[config.mk]
export PLATFORM = sky130hd
export DESIGN_NAME = sdv_volume
export DESIGN_NICKNAME = d
export VERILOG_FILES = /design/src/include/sdv_pkg.sv /design/src/logic/sdv_volume.sv
export SDC_FILE = /design/constraint.sdc
export NUM_CORES = 1
export LEC_CHECK = 0
export ABC_AREA = 1
export BUFFER_PORTS_ARGS = -buffer_cell sky130_fd_sc_hd__buf_2
export CORE_MARGIN = 10
export CORE_UTILIZATION = 52
export CTS_CLUSTER_SIZE = 24
export DETAILED_ROUTE_END_ITERATION = 8
export GPL_TIMING_DRIVEN = 0
export PLACE_DENSITY = 0.86
export SYNTH_ARGS = -nofsm -noshare
export SYNTH_HDL_FRONTEND = slang
export SYNTH_SLANG_ARGS = --single-unit
[constraint.sdc]
create_clock -name clk_i -period 2.21 [get_ports clk_i]
set_input_delay 0.1105 -clock clk_i [delete_from_list [all_inputs] [get_ports clk_i]]
set_output_delay 0.1105 -clock clk_i [all_outputs]
set_load 0.005 [all_outputs]
[src/include/sdv_pkg.sv]
// Package: register map, field layout, reset values and counts for the volume block
package sdv_pkg;
    // Register offsets
    localparam logic [6:0] SDV_LEFT_GAIN_OFS = 7'h06;
    localparam logic [6:0] SDV_RIGHT_GAIN_OFS = 7'h07;
    localparam logic [6:0] SDV_SILENCE_OFS = 7'h08;
    // Field positions
    localparam int SDV_APPLY_BIT = 9;
    localparam int SDV_CODE_MSB = 8;
    localparam int SDV_SILENCE_BIT = 0;
    // Widths
    localparam int SDV_CODE_W = 9;
    localparam int SDV_REG_W = 10;
    localparam int SDV_SAMPLE_W = 24;
    localparam int SDV_CHANNELS = 2;
    // Reset values
    localparam logic [8:0] SDV_CODE_RST = 9'h190;
    localparam logic SDV_APPLY_RST = 1'b0;
    localparam logic SDV_SILENCE_RST = 1'b0;
    // Saturation: top three bits set means the ceiling step
    localparam logic [2:0] SDV_SAT_TOP = 3'h7;
    localparam logic [8:0] SDV_CODE_CEIL = 9'h1c0;
    // Silence run lengths in samples
    localparam int SDV_RUN_SHORT = 1024;
    localparam int SDV_RUN_LONG = 2048;
    localparam int SDV_RUN_W = 12;
endpackage : sdv_pkg

[src/logic/sdv_volume.sv]
// Two-channel digital volume stage with register map and silence detection
// Summary of operation
// [RL1] Left write without apply flag stores code; applied gain untouched.
// [RL2] Left write with apply flag stores code, applies both stored codes together.
// [RL3] Right write without apply flag stores code; applied gain untouched.
// [RL4] Right write with apply flag stores code, applies both stored codes together.
// [RL5] Code zero is -100dB; each code step adds a quarter decibel.
// [RL6] Left gain resets to 0dB code, apply flag reads zero.
// [RL7] Right gain resets to 0dB code, apply flag reads zero.
// [RL8] Codes with top three bits set saturate at +12dB.
// [RL9] Silence select bit picks 1024 samples when clear, 2048 when set.
// [RL10] Silence flagged after run of zero samples, cleared by first non-zero.
// [RL11] Rise ramp enabled steps increases gradually, else immediate.
// [RL12] Fall ramp enabled steps decreases gradually, else immediate.
// [RL13] Zero-cross wait defers gain changes to a zero crossing.
`timescale 1ns/1ps
`default_nettype none
module sdv_volume
    import sdv_pkg::*;
#(
    parameter int SAMPLE_W = SDV_SAMPLE_W
) (
    // Clock and reset
    input wire logic clk_i,
    input wire logic rst_n_i,
    // Register port from the control interface
    input wire logic reg_wr_i,
    input wire logic reg_rd_i,
    input wire logic [6:0] reg_addr_i,
    input wire logic [9:0] reg_wdata_i,
    output logic [9:0] reg_rdata_o,
    // Gain change behaviour settings
    input wire logic gain_rise_ramp_en_i,
    input wire logic gain_fall_ramp_en_i,
    input wire logic zero_crossing_wait_en_i,
    // Audio samples
    input wire logic sample_valid_i,
    input wire logic [SAMPLE_W-1:0] left_sample_i,
    input wire logic [SAMPLE_W-1:0] right_sample_i,
    // Applied gain and silence status
    output logic [8:0] left_applied_gain_o,
    output logic [8:0] right_applied_gain_o,
    output logic left_silent_o,
    output logic right_silent_o
);

    // Register map state
    logic [8:0] left_gain_code;
    logic [8:0] right_gain_code;
    logic left_apply_both;
    logic right_apply_both;
    logic silence_run_select;

    // Gain targets and applied gains per channel
    logic [SDV_CHANNELS-1:0][8:0] target;
    logic [SDV_CHANNELS-1:0][8:0] applied;
    logic [SDV_CHANNELS-1:0] silent;
    logic [SDV_CHANNELS-1:0][SAMPLE_W-1:0] samples;
    logic [6:0] rd_addr;
    logic [9:0] next_rdata;

    logic wr_left;
    logic wr_right;
    logic apply_now;
    logic [8:0] apply_left;
    logic [8:0] apply_right;
    logic [SDV_RUN_W-1:0] run_limit;

    // Saturate the top of the range onto the ceiling step
    function automatic logic [8:0] sdv_sat(input logic [8:0] code);
        logic [8:0] res;
        res = code;
        if (code[8:6] == SDV_SAT_TOP) begin // RL8
            res = SDV_CODE_CEIL;
        end
        return res;
    endfunction : sdv_sat

    assign rd_addr = reg_addr_i;
    assign wr_left = reg_wr_i && (reg_addr_i == SDV_LEFT_GAIN_OFS);
    assign wr_right = reg_wr_i && (reg_addr_i == SDV_RIGHT_GAIN_OFS);
    assign apply_now = (wr_left || wr_right) && reg_wdata_i[SDV_APPLY_BIT]; // RL2 RL4
    // A write that applies uses its own new code for its own channel
    assign apply_left = wr_left ? reg_wdata_i[SDV_CODE_MSB:0] : left_gain_code;
    assign apply_right = wr_right ? reg_wdata_i[SDV_CODE_MSB:0] : right_gain_code;
    // Silence run length follows the select bit
    assign run_limit = silence_run_select ? SDV_RUN_W'(SDV_RUN_LONG)
                                          : SDV_RUN_W'(SDV_RUN_SHORT); // RL9
    assign samples[0] = left_sample_i;
    assign samples[1] = right_sample_i;

    // Left gain register
    always_ff @(posedge clk_i or negedge rst_n_i) begin
        if (!rst_n_i) begin
            left_gain_code <= SDV_CODE_RST; // RL6
            left_apply_both <= SDV_APPLY_RST; // RL6
        end else if (wr_left) begin
            left_gain_code <= reg_wdata_i[SDV_CODE_MSB:0]; // RL1
            left_apply_both <= reg_wdata_i[SDV_APPLY_BIT];
        end
    end

    // Right gain register
    always_ff @(posedge clk_i or negedge rst_n_i) begin
        if (!rst_n_i) begin
            right_gain_code <= SDV_CODE_RST; // RL7
            right_apply_both <= SDV_APPLY_RST; // RL7
        end else if (wr_right) begin
            right_gain_code <= reg_wdata_i[SDV_CODE_MSB:0]; // RL3
            right_apply_both <= reg_wdata_i[SDV_APPLY_BIT];
        end
    end

    // Silence run select register
    always_ff @(posedge clk_i or negedge rst_n_i) begin
        if (!rst_n_i) begin
            silence_run_select <= SDV_SILENCE_RST;
        end else if (reg_wr_i && (reg_addr_i == SDV_SILENCE_OFS)) begin
            silence_run_select <= reg_wdata_i[SDV_SILENCE_BIT];
        end
    end

    // Targets move only on an applying write, both channels at once
    always_ff @(posedge clk_i or negedge rst_n_i) begin
        if (!rst_n_i) begin
            target[0] <= SDV_CODE_RST;
            target[1] <= SDV_CODE_RST;
        end else if (apply_now) begin
            target[0] <= sdv_sat(apply_left); // RL2 RL4
            target[1] <= sdv_sat(apply_right); // RL2 RL4
        end
    end

    // Read-back, registered; unmapped offsets read zero
    always_comb begin
        next_rdata = 10'h000;
        unique case (rd_addr)
            SDV_LEFT_GAIN_OFS: next_rdata = {left_apply_both, left_gain_code};
            SDV_RIGHT_GAIN_OFS: next_rdata = {right_apply_both, right_gain_code};
            SDV_SILENCE_OFS: next_rdata = {9'h000, silence_run_select};
            default: next_rdata = 10'h000;
        endcase
    end

    always_ff @(posedge clk_i or negedge rst_n_i) begin
        if (!rst_n_i) begin
            reg_rdata_o <= 10'h000;
        end else if (reg_rd_i) begin
            reg_rdata_o <= next_rdata;
        end
    end

    // Per-channel gain tracking and silence detection
    for (genvar ch = 0; ch < SDV_CHANNELS; ch++) begin : g_chan
        logic prev_sign;
        logic crossing;
        logic is_zero;
        logic [SDV_RUN_W-1:0] zero_run;

        assign is_zero = (samples[ch] == '0);
        // A zero sample or a sign flip against the last valid sample
        assign crossing = is_zero || (samples[ch][SAMPLE_W-1] != prev_sign);

        always_ff @(posedge clk_i or negedge rst_n_i) begin
            if (!rst_n_i) begin
                prev_sign <= 1'b0;
            end else if (sample_valid_i) begin
                // Only valid samples move the reference sign
                prev_sign <= samples[ch][SAMPLE_W-1];
            end
        end

        // Applied code steps one quarter decibel per sample when ramping
        always_ff @(posedge clk_i or negedge rst_n_i) begin
            if (!rst_n_i) begin
                applied[ch] <= SDV_CODE_RST;
            end else if (sample_valid_i && (!zero_crossing_wait_en_i || crossing)) begin // RL13
                if (target[ch] > applied[ch]) begin
                    if (gain_rise_ramp_en_i) begin
                        applied[ch] <= applied[ch] + 9'h001; // RL11 RL5
                    end else begin
                        applied[ch] <= target[ch]; // RL11
                    end
                end else if (target[ch] < applied[ch]) begin
                    if (gain_fall_ramp_en_i) begin
                        applied[ch] <= applied[ch] - 9'h001; // RL12 RL5
                    end else begin
                        applied[ch] <= target[ch]; // RL12
                    end
                end
            end
        end

        // Count consecutive zero samples, saturating at the limit
        always_ff @(posedge clk_i or negedge rst_n_i) begin
            if (!rst_n_i) begin
                zero_run <= '0;
                silent[ch] <= 1'b0;
            end else if (sample_valid_i) begin
                if (!is_zero) begin
                    zero_run <= '0; // RL10
                    silent[ch] <= 1'b0; // RL10
                end else if (zero_run + SDV_RUN_W'(1) >= run_limit) begin
                    zero_run <= run_limit;
                    silent[ch] <= 1'b1; // RL10
                end else begin
                    // Below the limit, e.g. after the limit was raised mid-run
                    zero_run <= zero_run + SDV_RUN_W'(1);
                    silent[ch] <= 1'b0; // RL10
                end
            end
        end
    end

    // Outputs are the channel flops themselves
    assign left_applied_gain_o = applied[0];
    assign right_applied_gain_o = applied[1];
    assign left_silent_o = silent[0];
    assign right_silent_o = silent[1];

endmodule : sdv_volume
`default_nettype wire

# After elaboration in Yosys (flattened, before gate mapping)
# Cells that the tools add are included.
# word_totals
in_bits	73
out_inout_bits	30
register_bits	95
wordCells	75
# classes
magnitude_cmp	6
n_eq_ne	7
n_addsub	6
muxes	22
n_reduce_logical	18
# op_table
op	count
$mux W9	12
$mux W12	5
$logic_not A24 Y1	2
$pmux W10 S3	1
$add A12 B1 Y12 const B	2
$ge A12 B12 Y1	2
$add A9 B1 Y9 const B	2
$gt A9 B9 Y1	2
$lt A9 B9 Y1	2
$sub A9 B1 Y9 const B	2
$eq A7 B3 Y1 const B	2
$eq A7 B4 Y1 const B	1
$eq A3 B3 Y1 const B	2
$logic_and A1 B1 Y1	6
$logic_or A1 B1 Y1	5
$mux W1	4
$reduce_and A2 Y1	2
$reduce_bool A2 Y1	2
$ne A1 B1 Y1	2
$logic_not A1 Y1	1

# Logic depth before layout (Yosys ltp)
# Gate-level depths: netlist (run 1).
# depth
word_depth	5
mapped_depth	17
depth_no_buf	17

# Worst setup path before layout (run 1)
# OpenSTA, ideal clock, no wires.
# synth_timing
path_kind	register to register
start	reg g_chan[1].zero_run[1]
end	reg g_chan[1].zero_run[4]
path_stages_with_launch	17
required_time_ps	2089
path_buffers	0
period_less_slack_ps	2185
t_arrival_ps	2064
setup_time_ps	121
path_slack_ps	25
path_cell_list	dfrtp_1 > ha_1 > nand2_2 > nor2_2 > nand3b_1 > xor2_1 > inv_1 > ha_1 > nand2_1 > nor2_1 > nand3_1 > nor2_1 > nand3_2 > nand2_2 > inv_2 > nand3b_1 > o21ai_1
# synth_via
elab_chain_cells	4
# synth_rtl
element	line_no	rtl
start: declaration	sdv_volume.sv:158	logic [SDV_RUN_W-1:0] zero_run;
start signal: assignment	sdv_volume.sv:204	zero_run <= run_limit;
start signal: assignment	sdv_volume.sv:208	zero_run <= zero_run + SDV_RUN_W'(1);
$add A12 B1 Y12 *	sdv_volume.sv:203, sdv_volume.sv:208	
$ge A12 B12 Y1	sdv_volume.sv:203	end else if (zero_run + SDV_RUN_W'(1) >= run_limit) begin
$mux W12 *	sdv_volume.sv:203	
$mux W12 *	sdv_volume.sv:200	if (!is_zero) begin
# Every way passes the cells marked *; elsewhere a longest branch is shown, timed or not.
# A chain may end at the register's enable or synchronous reset.

# Worst setup path after layout (run 1)
# layout_timing
start	reg g_chan[1].zero_run[1]
end	reg g_chan[1].zero_run[9]
# Same word-level chain as after synthesis.

==> flow_summary.ini, run 1 <==
[outcome]
status = finished, violations left
violations = negative setup slack

[sta]
setup_ws_ns = -0.461
max_freq_mhz = 374
grt_setup_unrepaired = yes
hold_viol_final = 0
skew_ns = 0.00793
slew_viol_final = 0
tightest_slew_ns = 0.591
tns_ns = -7.15
slew_headroom_pct = 60.6
final-setup-viol-count = 24
period_minus_slack_ns = 2.67
hold_ws_ns = 0.000336
period_share_pct = 121

[final_layout]
antenna_cells = 0
final_nets = 1168
final_util_pct = 66.2
layoutNonFillerInstCount = 1219
drive_above_1_share_pct = 25.1
synthToLayoutAreaGrowth_pct = 24.6

[route]
via_per_inst = 5.47
drc = 0
drt_iter0_drc = 549
routed_wl_um = 18400
dr_total_vias = 6665
dr.pass1.iters = 6
post_drt_wl_per_cell_um = 15.1
antenna_left = 0

[critical_path]
max_stage_delay_ns = 0.40
cp_max_fo = 8
critPathSlowestCell = dfrtp_1
crit_path_start_kind = flop
cp_common_cell = nand3_1
worstPathRequired_ns = 2.43
cp.arrival_ns = 2.89
path_buf_inv = 2
endpoint_kind = flop
crit_chain = ha_2 > nand2_2 > nor2_4 > nand3b_1 > xor2_2 > inv_1 > ha_1 > nand2_1 > nor2_1 > nand3_1 > nor2_2 > nand3_2 > nand2_4 > inv_8 > nand3_1 > o21ai_1
path_class = reg -> reg
cp_top_family = simple AND/OR/NAND/NOR gates

[pwr]
ir_worst_vdd_v = 0.000371
power.density_mw_per_mm2 = 827
p_leak_uw = 0.00404

[synth]
async_flop_share_pct = 100
synth_edf_count = 0
ys_seq_area_share_pct = 37.6
yosys_most_used_dff = dfrtp_1
syn_area_per_cell_um2 = 6.99
yosysWarningCount = 0
synth.distinct_cells = 41
synth-seq-cells = 95
syn-num-nets = 1014
synth_cells = 913
syn_area_mm2 = 0.00638

[floorplan]
coreArea_mm2 = 0.0120
pin_count = 103
start_util_pct = 53.1
die_w_um = 131
dieArea_mm2 = 0.0171
row_count = 40
dieHeight_um = 131

[place]
gp_congestion = 0.983
placed_cells = 1163
io_buffers = 102
dp_hpwl_um = 12800
place_ws_ns = -0.259

[grt]
antenna_found_initial = 0
grt_pass1_vias = 6262
grt.overflow.total = 0
grt_pass1_wl_um = 29300
grt_max_degree = 51
grtUsageTotal_pct = 21.1

[clock_network]
clk_pin_slew_ns = 0.07
numCtsBuffers = 9
cts_root_buf = clkbuf_16
cts_buffer_depth = 2
insertion_delay_ns = 0.35
cts_tree = done
cts.sinks = 95
cts_max_level = 3

[min_path]
hold_path_class = in -> reg

[job]
maxCapViolations = 0
## layout by cell type (no fill, tap or decap), types with 4 or more instances in the layout
| master | n |
|---|---|
| o22ai_1 | 4 |
| o21ai_2 | 12 |
| dfstp_2 | 18 |
| buf_4 | 36 |
| nor2_2 | 8 |
| nand3_2 | 14 |
| o21ai_0 | 41 |
| inv_1 | 89 |
| nand3_1 | 71 |
| a22o_1 | 9 |
| o21ai_1 | 40 |
| nor2_1 | 61 |
| nand3b_1 | 4 |
| dfrtp_2 | 5 |
| ha_1 | 25 |
| nand2_4 | 5 |
| nand2_1 | 316 |
| dfrtp_1 | 72 |
| clkbuf_16 | 9 |
| a21oi_1 | 11 |
| nand4_1 | 12 |
| or2_2 | 4 |
| nor2_4 | 4 |
| buf_2 | 108 |
| xor2_1 | 13 |
| clkbuf_1 | 11 |
| nand2_2 | 10 |
| inv_2 | 6 |
## Yosys cell counts (all sizes together) (4+ instances only)
master / n / area (um2)
xor2: 14 / 123
o21ai: 93 / 507
nand3: 88 / 470
nand4: 12 / 75.1
or2: 5 / 31.3
buf: 10 / 58.8
nand2: 330 / 1270
dfrtp: 77 / 1930
o22ai: 4 / 25.0
nor2: 73 / 299
clkbuf: 11 / 41.3
inv: 98 / 368
a22o: 9 / 78.8
ha: 28 / 350
dfstp: 18 / 473
a21oi: 14 / 81.3
nand3b: 4 / 30.0
nor3: 5 / 35.0
## path summary, 6_finish.rpt
path | startpoint | end | slack (ns) | depth (start not counted)
worst max-delay path | g_chan[1].zero_run[1] | g_chan[1].zero_run[9] | -0.46 | 16
worst min-delay path | left_sample_i[23] | g_chan[0].prev_sign | 0.0003 | 3
worst max register to register | g_chan[1].zero_run[1] | g_chan[1].zero_run[9] | -0.46 | 16
worst min register to register | reg_rdata_o[0] | reg_rdata_o[0] | 0.48 | 2
max in group asynchronous | rst_n_i | target[16] | 1.20 | 3
min in group asynchronous | rst_n_i | reg_rdata_o[6] | 0.31 | 2
## routing by layer
metal	part of all wire [%]	wire (um)	GRT usage (%)	vias to the layer above
met5	0	0	0	-
met4	3.4	626	10.5	0
met3	7.3	1350	3.79	55
met2	49	8980	36.0	293
met1	40	7420	25.0	3041
li1	-	-	-	3276
## state kept, by name, indices dropped and copies added (netlist names)
signal and cells:
g_chan.zero_run 24, target 18, reg_rdata_o 10, left_applied_gain_o 9, left_gain_code 9, right_applied_gain_o 9
right_gain_code 9, g_chan.prev_sign 2, left_apply_both 1, left_silent_o 1, right_apply_both 1, right_silent_o 1
silence_run_select 1
## worst min-delay path, stage by stage
cell     delay [ns]
buf_2          0.11
nand2_1        0.05
nand2_1        0.05
## repair_timing
item	CTS	global route
setup buffers	20	16
gates resized for setup	29	30
pin swaps	12	18
cloned	0	1
endpoints found under the setup margin	42	43
hold buffers	3	0
hold endpoints to repair	35	0
## power by group
group | internal [uW] | switching, uW
logic | 988 | 1590
registers | 2010 | 288
clock network | 938 | 763
## cell families after synthesis
logic type / after synthesis / synth area share, %
buffers and inverters: 122 / 7.51
adders and majority gates: 28 / 5.49
xor gates and xnor gates: 17 / 2.33
DFF: 95 / 37.6
and+or+nand+nor: 522 / 35.1
AOI/OAI and AO/OA: 129 / 11.9
## metrics by stage
step | power, uW | cell area, um2
after global routing | 7030 | 7950
after floorplan | 3830 | 6380
after global placement | 4520 | 7070
final | 6580 | 7950
after CTS | 6340 | 7720
after detailed placement | 4580 | 7100
## layout make-up
type	count	area (um2)
sequential	95	2410
clock buffer	10	239
tap	147	184
inverter	101	397
fill	989	4060
buffer	21	103
clock inverter	6	78.8
multi-input combinational	697	3690
timing repair buffer	142	848
No activity file was read; power rests on OpenSTA's default activity.
==> inputs of run 2 (changes only) <==
Settings changed: BUFFER_PORTS_ARGS -buffer_cell sky130_fd_sc_hd__buf_2 to default, CORE_UTILIZATION 52 to 55, DONT_BUFFER_PORTS from default to 1, HOLD_SLACK_MARGIN from default to 0.06, PLACE_DENSITY 0.86 to 0.82.
==> flow_summary.ini, run 2 (synthesis gave the netlist of run 1 again) <==
[outcome]
status = finished, violations left
violations = negative hold slack, negative setup slack

[min_path]
hold_path_class = in -> async

[sta]
tns_ns = -4.31
setup_ws_ns = -0.266
hold_viol_final = 95
hold_ws_ns = -0.555
final-setup-viol-count = 24
max_freq_mhz = 404
slew_headroom_pct = 63.9
skew_ns = 0.0155
grt_setup_unrepaired = yes
period_minus_slack_ns = 2.48
tightest_slew_ns = 0.541
period_share_pct = 112
slew_viol_final = 0

[critical_path]
max_stage_delay_ns = 0.43
path_buf_inv = 1
path_class = reg -> reg
cp_common_cell = nand2_1
crit_chain = ha_4 > nand2_4 > nor2_4 > nand3b_1 > xor2_2 > inv_1 > ha_1 > nand2_1 > nor2_1 > nand3_1 > nor2_1 > nand3_2 > nand2_4 > nand2_2 > nand2_1 > nand2_1 > nand2_1
cp_top_family = simple AND/OR/NAND/NOR gates
cp_max_fo = 3
endpoint_kind = flop
cp.arrival_ns = 2.77
worstPathRequired_ns = 2.51
critPathSlowestCell = dfrtp_1
crit_path_start_kind = flop

[final_layout]
mostFrequentLayoutCell = nand2_1
mostFrequentLayoutCells = nand2_1, inv_1, dfrtp_1
final_nets = 1083
antenna_cells = 0
synthToLayoutAreaGrowth_pct = 19.9
drive_above_1_share_pct = 18.1
regMostFlops = g_chan.zero_run
top_regs = g_chan.zero_run: 24 flops, target: 18 flops, reg_rdata_o: 10 flops
stdcell_area_mm2 = 0.00765
layoutNonFillerInstCount = 1130
largest_reg_flops = 24

[route]
routed_wl_um = 17800
dr.pass1.iters = 5
drc = 0
post_drt_wl_per_cell_um = 15.8
antenna_left = 0
via_per_inst = 5.53
drt_iter0_drc = 566
dr_total_vias = 6249

[clock_network]
cts_max_level = 3
cts_tree = done
cts_hold_buf = 17
cts_buffer_depth = 2
numCtsBuffers = 9
cts.sinks = 95
cts_root_buf = clkbuf_16
insertion_delay_ns = 0.36
clk_pin_slew_ns = 0.07

[place]
io_buffers = 0
gp_congestion = 0.944
dp_hpwl_um = 12100
dpl_cell_area_mm2 = 0.00656
place_ws_ns = -0.252
placed_cells = 1056

[grt]
grt_max_degree = 96
grtUsageTotal_pct = 20.8
grt_pass1_vias = 5947
grt_pass1_wl_um = 28300
grt.overflow.total = 0
antenna_found_initial = 0

[floorplan]
coreArea_mm2 = 0.0114
dieArea_mm2 = 0.0163
start_util_pct = 56.1
die_w_um = 128
row_count = 39
dieHeight_um = 128
pin_count = 103

[pwr]
power.density_mw_per_mm2 = 835
p_leak_uw = 0.00370
ir_worst_vdd_v = 0.000666

[job]
maxCapViolations = 0
==> run 2: worst paths after layout <==
path / startpoint / to / slack (ns) / depth (start not counted)
setup / recovery: g_chan[1].zero_run[0] / g_chan[1].zero_run[10] / -0.27 / 17
setup reg to reg: g_chan[1].zero_run[0] / g_chan[1].zero_run[10] / -0.27 / 17
hold / removal: rst_n_i / g_chan[1].zero_run[1] / -0.55 / 0
max in group asynchronous: rst_n_i / left_applied_gain_o[4] / 2.54 / 0
hold reg to reg: g_chan[0].zero_run[10] / g_chan[0].zero_run[10] / 0.49 / 2
min in group clk_i: reg_addr_i[2] / reg_rdata_o[0] / 0.06 / 5
==> run 2: metrics by stage <==
stage / utilization [%] / power [uW]
6_report: 67.3 / 6390
5_1_grt: 67.3 / 6850
4_1_cts: 64.6 / 6130
3_5_place_dp: 57.7 / 4330
3_3_place_gp: 57.7 / 4290
2_1_floorplan: - / 3830
==> run 2: timing repair <==
action	4_1_cts	5_1_grt
gates cloned	0	1
endpoints found under the hold margin	132	95
buffers inserted	25	15
gates resized for setup	25	48
endpoints found under the setup margin	42	43
pin swaps	15	32
==> run 2: final cells by class <==
| cell class | instances | area [um2] |
|---|---|---|
| Tap cell | 143 | 179 |
| Multi-Input combinational cell | 697 | 3760 |
| Timing Repair Buffer | 57 | 478 |
| Inverter | 101 | 402 |
| Buffer | 21 | 100 |
| Sequential cell | 95 | 2410 |
| Clock buffer | 10 | 239 |
| Clock inverter | 6 | 86.3 |
| Fill cell | 940 | 3720 |
==> run 2: report_power, final <==
group          switching (uW)  leakage [uW]  internal [uW]  total [uW]
registers                 368       0.00119           2020        2380
clock network             770      0.000160            941        1710
logic                    1420       0.00235            870        2290
==> run 2: worst register-to-register path, delay by kind of cell, from the launching register on <==
family | cells | cell delay (ns)
xor+xnor | 1 | 0.21
fa+ha+maj | 2 | 0.46
buf+inv | 1 | 0.07
flops | 1 | 0.43
simple gates | 13 | 1.24
==> run 2: per-layer routing <==
layer	wire length, um	GRT usage [%]
met3	1230	4.71
met5	0	0
met1	7370	24.5
met2	8860	36.1
met4	377	7.75
